`src/common/slt_defs.svh`:
```
/*
 * Constants for the serial link transmitter control registers: offsets, field
 * positions, reset values, pattern codes and sequence lengths.
 * Assumes inclusion by bare name from any file that needs them.
 */
`ifndef SLT_DEFS_SVH
`define SLT_DEFS_SVH

// ----------------------------------------------------------------------------
// Register offsets
// ----------------------------------------------------------------------------
`define SLT_OFF_CTRL1 8'h5f
`define SLT_OFF_CTRL2 8'h60
`define SLT_OFF_CTRL3 8'h61
`define SLT_OFF_CTRL4 8'h62
`define SLT_OFF_DID 8'h64

// ----------------------------------------------------------------------------
// Reset values
// ----------------------------------------------------------------------------
`define SLT_RST_CTRL1 8'h14
`define SLT_RST_CTRL2 8'h10
`define SLT_RST_CTRL3 8'h00
// Identification value is arbitrary
`define SLT_DEVICE_ID 8'h5a

// ----------------------------------------------------------------------------
// Field positions
// ----------------------------------------------------------------------------
`define SLT_C1_LINK_DIS 0
`define SLT_C1_FRAME_DIS 1
`define SLT_C1_ILAS_LO 2
`define SLT_C1_ILAS_HI 3
`define SLT_C1_MF_EN 4
`define SLT_C1_TRANSPORT 5
`define SLT_C1_TAIL_PN 6
`define SLT_C2_OUT_INV 1
`define SLT_C2_SYNC_INV 6
`define SLT_C3_PAT_LO 0
`define SLT_C3_PAT_HI 3
`define SLT_C3_INJ_LO 4
`define SLT_C3_INJ_HI 5

// ----------------------------------------------------------------------------
// Field codes
// ----------------------------------------------------------------------------
`define SLT_ILAS_OFF 2'h0
`define SLT_ILAS_NORMAL 2'h1
`define SLT_ILAS_ALWAYS 2'h3
`define SLT_INJ_10B 2'h1
`define SLT_INJ_8B 2'h2
`define SLT_PAT_OFF 4'h0
`define SLT_PAT_CHECKER 4'h1
`define SLT_PAT_TOGGLE 4'h2
`define SLT_PAT_PN23 4'h3
`define SLT_PAT_PN9 4'h4
`define SLT_PAT_USER_REP 4'h5
`define SLT_PAT_USER_ONE 4'h6
`define SLT_PAT_RPAT 4'h8
`define SLT_PAT_PN15 4'hc

// ----------------------------------------------------------------------------
// Data path constants
// ----------------------------------------------------------------------------
`define SLT_WORD_W 16
`define SLT_CHECKER_A 16'haaaa
`define SLT_CHECKER_B 16'h5555
`define SLT_PRBS_SEED 23'h7fffff
`define SLT_ILAS_WORDS 8'h10
`define SLT_ILAS_MARK 8'h1c
`define SLT_RPAT_LEN 3'h7

`endif

```
`src/common/slt_pkg.sv`:
```
/*
 * Types shared by the serial link transmitter control logic.
 * Assumes nothing beyond a SystemVerilog compiler.
 */
package slt_pkg;

   // Link start-up sequencing
   typedef enum logic [1:0] {
      SEQ_OFF,
      SEQ_ALIGN,
      SEQ_DATA
   } slt_seq_t;

endpackage : slt_pkg

```
`src/slt_skid_buffer.sv`:
```
/*
 * Two-entry buffer with valid/ready on both sides.
 * Assumes one clock and an asynchronous active-low reset.
 */
`timescale 1ns/1ps

module slt_skid_buffer #(
   parameter int WIDTH = 16
) (
   input wire logic ref_clk,
   input wire logic resetn,
   input wire logic [WIDTH-1:0] inData,
   input wire logic inValid,
   output logic inReady,
   output logic [WIDTH-1:0] outData,
   output logic outValid,
   input wire logic outReady
);

   logic [WIDTH-1:0] slot_reg [2];
   logic rdIdx_reg;
   logic wrIdx_reg;
   logic [1:0] count_reg;
   logic push;
   logic pop;

   assign inReady = (count_reg != 2'h2);
   assign outValid = (count_reg != 2'h0);
   assign outData = slot_reg[rdIdx_reg];
   assign push = inValid && inReady;
   assign pop = outValid && outReady;

   always_ff @(posedge ref_clk or negedge resetn) begin
      if (!resetn) begin
         slot_reg[0] <= '0;
         slot_reg[1] <= '0;
      end else if (push) begin
         slot_reg[wrIdx_reg] <= inData;
      end
   end

   always_ff @(posedge ref_clk or negedge resetn) begin
      if (!resetn) begin
         rdIdx_reg <= 1'b0;
         wrIdx_reg <= 1'b0;
         count_reg <= 2'h0;
      end else begin
         if (push) begin
            wrIdx_reg <= ~wrIdx_reg;
         end
         if (pop) begin
            rdIdx_reg <= ~rdIdx_reg;
         end
         case ({push, pop})
            2'b10: count_reg <= count_reg + 2'h1;
            2'b01: count_reg <= count_reg - 2'h1;
            default: count_reg <= count_reg;
         endcase
      end
   end

endmodule : slt_skid_buffer

```
`src/slt_link_tx_ctrl.sv`:
```
/*
 * Control registers and word source of the serial link transmitter: alignment
 * sequence, test pattern generation, output inversion and link disable.
 * Assumes the serial control port decoder drives the register strobes on
 * ref_clk, and the lane serialiser drains laneData with valid/ready.
 */
`timescale 1ns/1ps
`include "slt_defs.svh"

module slt_link_tx_ctrl (
   input wire logic ref_clk,
   input wire logic resetn,
   input wire logic [7:0] regAddr,
   input wire logic [7:0] regWrData,
   input wire logic regWrEn,
   input wire logic regRdEn,
   output logic [7:0] regRdData,
   input wire logic [15:0] userPatternA,
   input wire logic [15:0] userPatternB,
   input wire logic [15:0] sampleData,
   input wire logic sampleValid,
   output logic sampleReady,
   output logic [15:0] laneData,
   output logic laneValid,
   input wire logic laneReady,
   output logic alignActive,
   output logic inject8b,
   output logic inject10b,
   output logic linkDisabled,
   output logic tailPnFill,
   output logic transportTest,
   output logic mfCharEnable,
   output logic frameCharDisable,
   output logic syncInvert
);

   // ---------------------------------------------------------------------------
   // Register file
   // ---------------------------------------------------------------------------
   logic [7:0] ctrl1_reg;
   logic [7:0] ctrl2_reg;
   logic [7:0] ctrl3_reg;
   logic [7:0] regRdData_reg;
   logic [7:0] rdNext;
   logic patWrite;

   assign patWrite = regWrEn && (regAddr == `SLT_OFF_CTRL3);

   always_ff @(posedge ref_clk or negedge resetn) begin
      if (!resetn) begin
         ctrl1_reg <= `SLT_RST_CTRL1;
         ctrl2_reg <= `SLT_RST_CTRL2;
         ctrl3_reg <= `SLT_RST_CTRL3;
      end else if (regWrEn) begin
         // Reserved and identification offsets ignore writes
         case (regAddr)
            `SLT_OFF_CTRL1: ctrl1_reg <= regWrData;
            `SLT_OFF_CTRL2: ctrl2_reg <= regWrData;
            `SLT_OFF_CTRL3: ctrl3_reg <= regWrData;
            default: ;
         endcase
      end
   end

   always_comb begin
      case (regAddr)
         `SLT_OFF_CTRL1: rdNext = ctrl1_reg;
         `SLT_OFF_CTRL2: rdNext = ctrl2_reg;
         `SLT_OFF_CTRL3: rdNext = ctrl3_reg;
         `SLT_OFF_DID: rdNext = `SLT_DEVICE_ID;
         default: rdNext = 8'h00;
      endcase
   end

   always_ff @(posedge ref_clk or negedge resetn) begin
      if (!resetn) begin
         regRdData_reg <= 8'h00;
      end else if (regRdEn) begin
         regRdData_reg <= rdNext;
      end
   end

   assign regRdData = regRdData_reg;

   // ---------------------------------------------------------------------------
   // Field decode
   // ---------------------------------------------------------------------------
   logic [1:0] alignMode;
   logic [3:0] patCode;
   logic [1:0] injPoint;
   logic outInvert;
   logic testOn;

   assign alignMode = ctrl1_reg[`SLT_C1_ILAS_HI:`SLT_C1_ILAS_LO];
   assign patCode = ctrl3_reg[`SLT_C3_PAT_HI:`SLT_C3_PAT_LO];
   assign injPoint = ctrl3_reg[`SLT_C3_INJ_HI:`SLT_C3_INJ_LO];
   assign outInvert = ctrl2_reg[`SLT_C2_OUT_INV];
   assign linkDisabled = ctrl1_reg[`SLT_C1_LINK_DIS];
   assign frameCharDisable = ctrl1_reg[`SLT_C1_FRAME_DIS];
   assign mfCharEnable = ctrl1_reg[`SLT_C1_MF_EN];
   assign transportTest = ctrl1_reg[`SLT_C1_TRANSPORT];
   assign tailPnFill = ctrl1_reg[`SLT_C1_TAIL_PN];
   assign syncInvert = ctrl2_reg[`SLT_C2_SYNC_INV];
   assign inject10b = (injPoint == `SLT_INJ_10B);
   assign inject8b = (injPoint == `SLT_INJ_8B);

   always_comb begin
      case (patCode)
         `SLT_PAT_CHECKER, `SLT_PAT_TOGGLE, `SLT_PAT_PN23, `SLT_PAT_PN9, `SLT_PAT_PN15,
         `SLT_PAT_USER_REP, `SLT_PAT_USER_ONE: testOn = 1'b1;
         // The shared code means normal data unless 8-bit injection is chosen
         `SLT_PAT_RPAT: testOn = inject8b;
         default: testOn = 1'b0;
      endcase
   end

   // ---------------------------------------------------------------------------
   // Start-up sequencing
   // ---------------------------------------------------------------------------
   slt_pkg::slt_seq_t seq_reg;
   logic [7:0] alignCnt_reg;
   logic accept;
   logic bufInReady;

   always_ff @(posedge ref_clk or negedge resetn) begin
      if (!resetn) begin
         seq_reg <= slt_pkg::SEQ_OFF;
         alignCnt_reg <= 8'h00;
      end else begin
         case (seq_reg)
            slt_pkg::SEQ_OFF: begin
               alignCnt_reg <= 8'h00;
               if (!linkDisabled) begin
                  seq_reg <= (alignMode == `SLT_ILAS_OFF) ? slt_pkg::SEQ_DATA : slt_pkg::SEQ_ALIGN;
               end
            end
            slt_pkg::SEQ_ALIGN: begin
               if (linkDisabled) begin
                  seq_reg <= slt_pkg::SEQ_OFF;
               end else if (accept) begin
                  alignCnt_reg <= alignCnt_reg + 8'h01;
                  // Continuous mode leaves alignment only when the link is disabled
                  if (alignCnt_reg == `SLT_ILAS_WORDS - 8'h01 && alignMode != `SLT_ILAS_ALWAYS) begin
                     seq_reg <= slt_pkg::SEQ_DATA;
                  end
               end
            end
            slt_pkg::SEQ_DATA: begin
               if (linkDisabled) begin
                  seq_reg <= slt_pkg::SEQ_OFF;
               end else if (alignMode == `SLT_ILAS_ALWAYS) begin
                  seq_reg <= slt_pkg::SEQ_ALIGN;
               end
            end
            default: seq_reg <= slt_pkg::SEQ_OFF;
         endcase
      end
   end

   assign alignActive = (seq_reg == slt_pkg::SEQ_ALIGN);

   // ---------------------------------------------------------------------------
   // Test pattern generator
   // ---------------------------------------------------------------------------
   logic [22:0] prbs_reg;
   logic [22:0] prbsNext;
   logic phase_reg;
   logic [1:0] userSent_reg;
   logic [2:0] rpatIdx_reg;
   logic [15:0] patWord;
   logic [15:0] rpatWord;
   logic patValid;

   // Sixteen serial steps per word; new bits land in the low sixteen bits
   function automatic logic [22:0] prbsAdvance(input logic [22:0] s, input logic [3:0] code);
      logic [22:0] st;
      logic fb;
      st = s;
      for (int i = 0; i < 16; i++) begin
         case (code)
            `SLT_PAT_PN9: fb = st[8] ^ st[4];
            `SLT_PAT_PN15: fb = st[14] ^ st[13];
            default: fb = st[22] ^ st[17];
         endcase
         st = {st[21:0], fb};
      end
      return st;
   endfunction : prbsAdvance

   assign prbsNext = prbsAdvance(prbs_reg, patCode);

   // Fixed word cycle for the modified random pattern
   always_comb begin
      case (rpatIdx_reg)
         3'h0: rpatWord = 16'hbe_d7;
         3'h1: rpatWord = 16'h23_47;
         3'h2: rpatWord = 16'h6b_8f;
         3'h3: rpatWord = 16'hb3_14;
         3'h4: rpatWord = 16'h5e_fb;
         3'h5: rpatWord = 16'h35_59;
         3'h6: rpatWord = 16'h7d_a1;
         default: rpatWord = 16'hc6_e2;
      endcase
   end

   always_comb begin
      patValid = 1'b1;
      case (patCode)
         `SLT_PAT_CHECKER: patWord = phase_reg ? `SLT_CHECKER_B : `SLT_CHECKER_A;
         `SLT_PAT_TOGGLE: patWord = phase_reg ? 16'h0000 : 16'hffff;
         // The advanced state goes out, so the all-ones seed never reaches the lanes
         `SLT_PAT_PN23, `SLT_PAT_PN9, `SLT_PAT_PN15: patWord = prbsNext[15:0];
         `SLT_PAT_USER_REP: patWord = phase_reg ? userPatternB : userPatternA;
         `SLT_PAT_USER_ONE: begin
            patWord = userSent_reg[0] ? userPatternB : userPatternA;
            patValid = (userSent_reg != 2'h2);
         end
         `SLT_PAT_RPAT: patWord = rpatWord;
         default: patWord = 16'h0000;
      endcase
   end

   // A new pattern code restarts every sequence from its first word
   always_ff @(posedge ref_clk or negedge resetn) begin
      if (!resetn) begin
         prbs_reg <= `SLT_PRBS_SEED;
         phase_reg <= 1'b0;
         userSent_reg <= 2'h0;
         rpatIdx_reg <= 3'h0;
      end else if (patWrite) begin
         prbs_reg <= `SLT_PRBS_SEED;
         phase_reg <= 1'b0;
         userSent_reg <= 2'h0;
         rpatIdx_reg <= 3'h0;
      end else if (accept && seq_reg == slt_pkg::SEQ_DATA && testOn) begin
         prbs_reg <= prbsNext;
         phase_reg <= ~phase_reg;
         rpatIdx_reg <= (rpatIdx_reg == `SLT_RPAT_LEN) ? 3'h0 : rpatIdx_reg + 3'h1;
         if (userSent_reg != 2'h2) begin
            userSent_reg <= userSent_reg + 2'h1;
         end
      end
   end

   // ---------------------------------------------------------------------------
   // Word source and output buffer
   // ---------------------------------------------------------------------------
   logic [15:0] srcWord;
   logic srcValid;

   always_comb begin
      case (seq_reg)
         slt_pkg::SEQ_ALIGN: begin
            srcWord = {`SLT_ILAS_MARK, alignCnt_reg};
            srcValid = !linkDisabled;
         end
         slt_pkg::SEQ_DATA: begin
            srcWord = testOn ? patWord : sampleData;
            // Gated at once, since the sequencer leaves this state one edge after the write
            srcValid = !linkDisabled && (testOn ? patValid : sampleValid);
         end
         default: begin
            srcWord = 16'h0000;
            srcValid = 1'b0;
         end
      endcase
   end

   assign accept = srcValid && bufInReady;
   assign sampleReady = bufInReady && (seq_reg == slt_pkg::SEQ_DATA) && !testOn && !linkDisabled;

   slt_skid_buffer #(
      .WIDTH(`SLT_WORD_W)
   ) u_buffer (
      .ref_clk(ref_clk),
      .resetn(resetn),
      .inData(outInvert ? ~srcWord : srcWord),
      .inValid(srcValid),
      .inReady(bufInReady),
      .outData(laneData),
      .outValid(laneValid),
      .outReady(laneReady)
   );

endmodule : slt_link_tx_ctrl

```
`config.mk`:
```
export PLATFORM = sky130hd
export DESIGN_NAME = slt_link_tx_ctrl
export DESIGN_NICKNAME = d
export VERILOG_FILES = /design/src/common/slt_pkg.sv /design/src/slt_skid_buffer.sv /design/src/slt_link_tx_ctrl.sv
export VERILOG_INCLUDE_DIRS = /design/src /design/src/common
export SDC_FILE = /design/constraint.sdc
export NUM_CORES = 1
export LEC_CHECK = 0
export BUFFER_PORTS_ARGS = -buffer_cell sky130_fd_sc_hd__buf_4
export CAP_MARGIN = 20
export CORE_AREA = 3 3 170 89
export CTS_CLUSTER_DIAMETER = 100
export DETAILED_ROUTE_END_ITERATION = 10
export DIE_AREA = 0 0 173 92
export HOLD_SLACK_MARGIN = 0.03
export PLACE_DENSITY = 0.76
export SLEW_MARGIN = 40
export SYNTH_ARGS = -nofsm -noshare
export SYNTH_HDL_FRONTEND = slang
export SYNTH_SLANG_ARGS = --single-unit
```
`constraint.sdc`:
```
create_clock -name ref_clk -period 3.2 [get_ports ref_clk]
set_clock_uncertainty 0.1 [all_clocks]
set_input_delay 0.16 -clock ref_clk [delete_from_list [all_inputs] [get_ports ref_clk]]
set_output_delay 0.16 -clock ref_clk [all_outputs]
set_load 0.02 [all_outputs]
```
==> qor.yml <==
pre_cts_ws_ns: 0.145
cp_cell_sequence: "buf_4, nor4b_1, buf_4, a221o_1, a21oi_1, mux2_2, o22a_1, a31oi_1, a41oi_1, mux2_2"
die_area_um2: 15900
yosysTopAreaCell: "dfrtp_1"
status: "complete, no violations"
clkSinkCount: 107
finalCritPeriodShare: 0.945
drt_wl_total_um: 21000
min_to: "u_buffer.rdIdx_reg"
core_um2: 13600
critical_path.max_fanout: 16
hold_violations: 0
largest_reg_flops: 32
initial_utilization: 0.504
fillers: 1156
p_per_area_nw_per_um2: 628
post_cts_buffers: 0
rsz0062_at_grt: "no"
die_h_um: 92
ys_seq_area_frac: 0.396
fin_ws_ns: 0.175
setup_tns_ns: 0
hp-start: "laneReady"
max_slew_margin: 0.496
io_pins: 105
firstDrtPassIters: 6
area_growth_pct: 22.1
routedWlPerCell_um: 19.9
antenna_found_initial: 0
fp-row-count: 30
first_iter_violations: 554
whs_ns: 0.0503
final_nets: 940
clk_pin_slew_ns: 0.07
crit_path_start_kind: "register"
synth_edf_count: 0
cts_buffers: 9
die_w_um: 173
clockBufferDepth: 2
finalMaxSlewViolations: 0
cts_tree: "done"
tightest_slew_ns: 0.752
rrSetupSlack_ns: 0.17
h-tree-depth: 3
power.leakage_nw: 3.68
syn_nets: 832
fmax_mhz: 331
synthCells: 749
grt_max_degree: 53
overflow: 0
synthArstFlopShare: 1.00
port_buffers: 104
ff2ff_path_depth: 10
cp_slowest_cell: "mux2_2"
synth_seq_cells: 107
path_class: "reg2reg"
cp-end-kind: "register"
ant_nets: 0
arrival_ns: 3.16
r2r-end: "u_buffer.slot_reg[0]"
min_path_type: "in2reg"
track_usage: 0.263
place.gp.congestion: 0.939
ys.flop_type: "dfrtp_1"
dp_hpwl_um: 16100
drive_gt1_frac: 0.289
setup_viol_count_final: 0
ys_warn_count: 0
holdPathStages: 3
grt_pass1_vias: 6033
vias_per_cell: 5.87
avgSynthCellArea_um2: 9.14
finalCriticalPeriod_ns: 3.03
ir_drop_uv: 264
r2r_start: "ctrl3_reg[1]"
maxCapViolations: 0
vias: 6182
crit_required_ns: 3.34
drc: 0
synth_area_leaders: "dfrtp_1 (30%), dfstp_2 (10%), mux2_2 (8.6%)"
diodes: 0
clk_latency_ns: 0.36
clockRootBuffer: "clkbuf_16"
grt_pass1_wl_um: 33200
yosysUniqueCellTypes: 62
cpPeakStageDelay_ns: 0.42
synth_top_area_share: 0.296
syn_area_um2: 6850
[metrics by stage]
step / cells / area (µm²) / total power, mW / utilization
floorplan: 749 / 6850 / 3.32 / -
global placement: 1028 / 7970 / 4.07 / 0.586
detailed placement: 1028 / 7970 / 4.14 / 0.586
CTS: 1054 / 8360 / 5.26 / 0.615
global route: 1054 / 8360 / 5.54 / 0.615
finish: 1054 / 8360 / 5.25 / 0.615
[per-layer routing]
metal	part of all wire	GRT usage	routed length, µm	vias to the layer above
met5	0	0	0	-
met4	0.014	0.0559	290	0
met3	0.078	0.0620	1640	21
met2	0.44	0.408	9350	243
met1	0.46	0.375	9740	3020
li1	-	-	-	2898
[worst max-delay path: cells and delay by family, from the launching register on]
family | cells | cell delay, ns
AO/OA/AOI/OAI | 5 | 1.18
multiplexers | 2 | 0.74
buffers and inverters | 2 | 0.41
flip-flops | 1 | 0.40
AND/OR/NAND/NOR | 1 | 0.08
[layout make-up]
class	count	area [µm²]	share of cell area
Timing Repair Buffer	157	1220	0.145
Multi-Input combinational cell	559	3820	0.457
Clock inverter	6	48.8	0.00584
Tap cell	192	240	0.0287
Inverter	23	86.3	0.0103
Clock buffer	10	239	0.0286
Sequential cell	107	2710	0.324
[cells in the mapped netlist (all sizes together) (10+ instances only)]
cell and n:
dfrtp 81, nand2 79, mux2 52, clkbuf 50, nor2 49, o21ai 49
xnor2 40, a21oi 36, xor2 31, dfstp 26, inv 23, nand3 23
o211ai 15, a222oi 14, o22ai 14, ha 13, buf 10
[power by group]
part	internal (mW)	switching [mW]	leakage, nW
sequential	1.66	0.269	1.30
combinational	1.03	1.19	2.23
clock	0.559	0.546	0.143
total	3.25	2.01	3.68
[placed cells by master (no fill, tap or decap), types with 8 or more instances in the layout]
cell,Yosys,routed
a21o_1,9,9
a21oi_1,36,36
a222oi_1,14,14
and2_1,9,9
buf_4,1,146
clkbuf_16,0,9
dfrtp_1,81,81
dfstp_2,26,26
dlygate4sd3_1,0,10
ha_1,13,13
inv_1,23,23
mux2_2,52,52
nand2_1,79,79
nand2b_1,9,9
nand3_1,23,23
nor2_1,49,49
nor2b_1,9,9
nor3_1,9,9
o211ai_1,15,15
o21ai_0,47,47
o221ai_1,8,8
o22ai_1,14,13
xnor2_1,40,40
xor2_1,31,31
[how the worst max path moves through the flow]
stage | startpoint | to | slack, ns
2_1_floorplan | prbs_reg[3] | u_buffer.slot_reg[0] | 0.28
3_3_place_gp | ctrl3_reg[1] | u_buffer.slot_reg[17] | 0.17
3_5_place_dp | ctrl3_reg[1] | u_buffer.slot_reg[1] | 0.14
4_1_cts | ctrl3_reg[1] | u_buffer.slot_reg[1] | 0.11
5_1_grt | ctrl3_reg[2] | u_buffer.slot_reg[1] | 0.004
6_report | ctrl3_reg[1] | u_buffer.slot_reg[0] | 0.17
[repair_timing]
action | in CTS | in global routing
hold buffers | 10 | 0
endpoints found under the hold margin | 71 | 0
endpoints found under the setup margin | 0 | 2
resized for setup | 0 | 1
[cells by family after synthesis]
family	after synthesis	share of synthesized area
simple gates	225	0.161
compound gates	194	0.189
flops	107	0.396
buf+inv	83	0.0481
xor+xnor	71	0.0908
mux	56	0.0914
fa+ha+maj	13	0.0238
(Power assumes the default switching activity.)
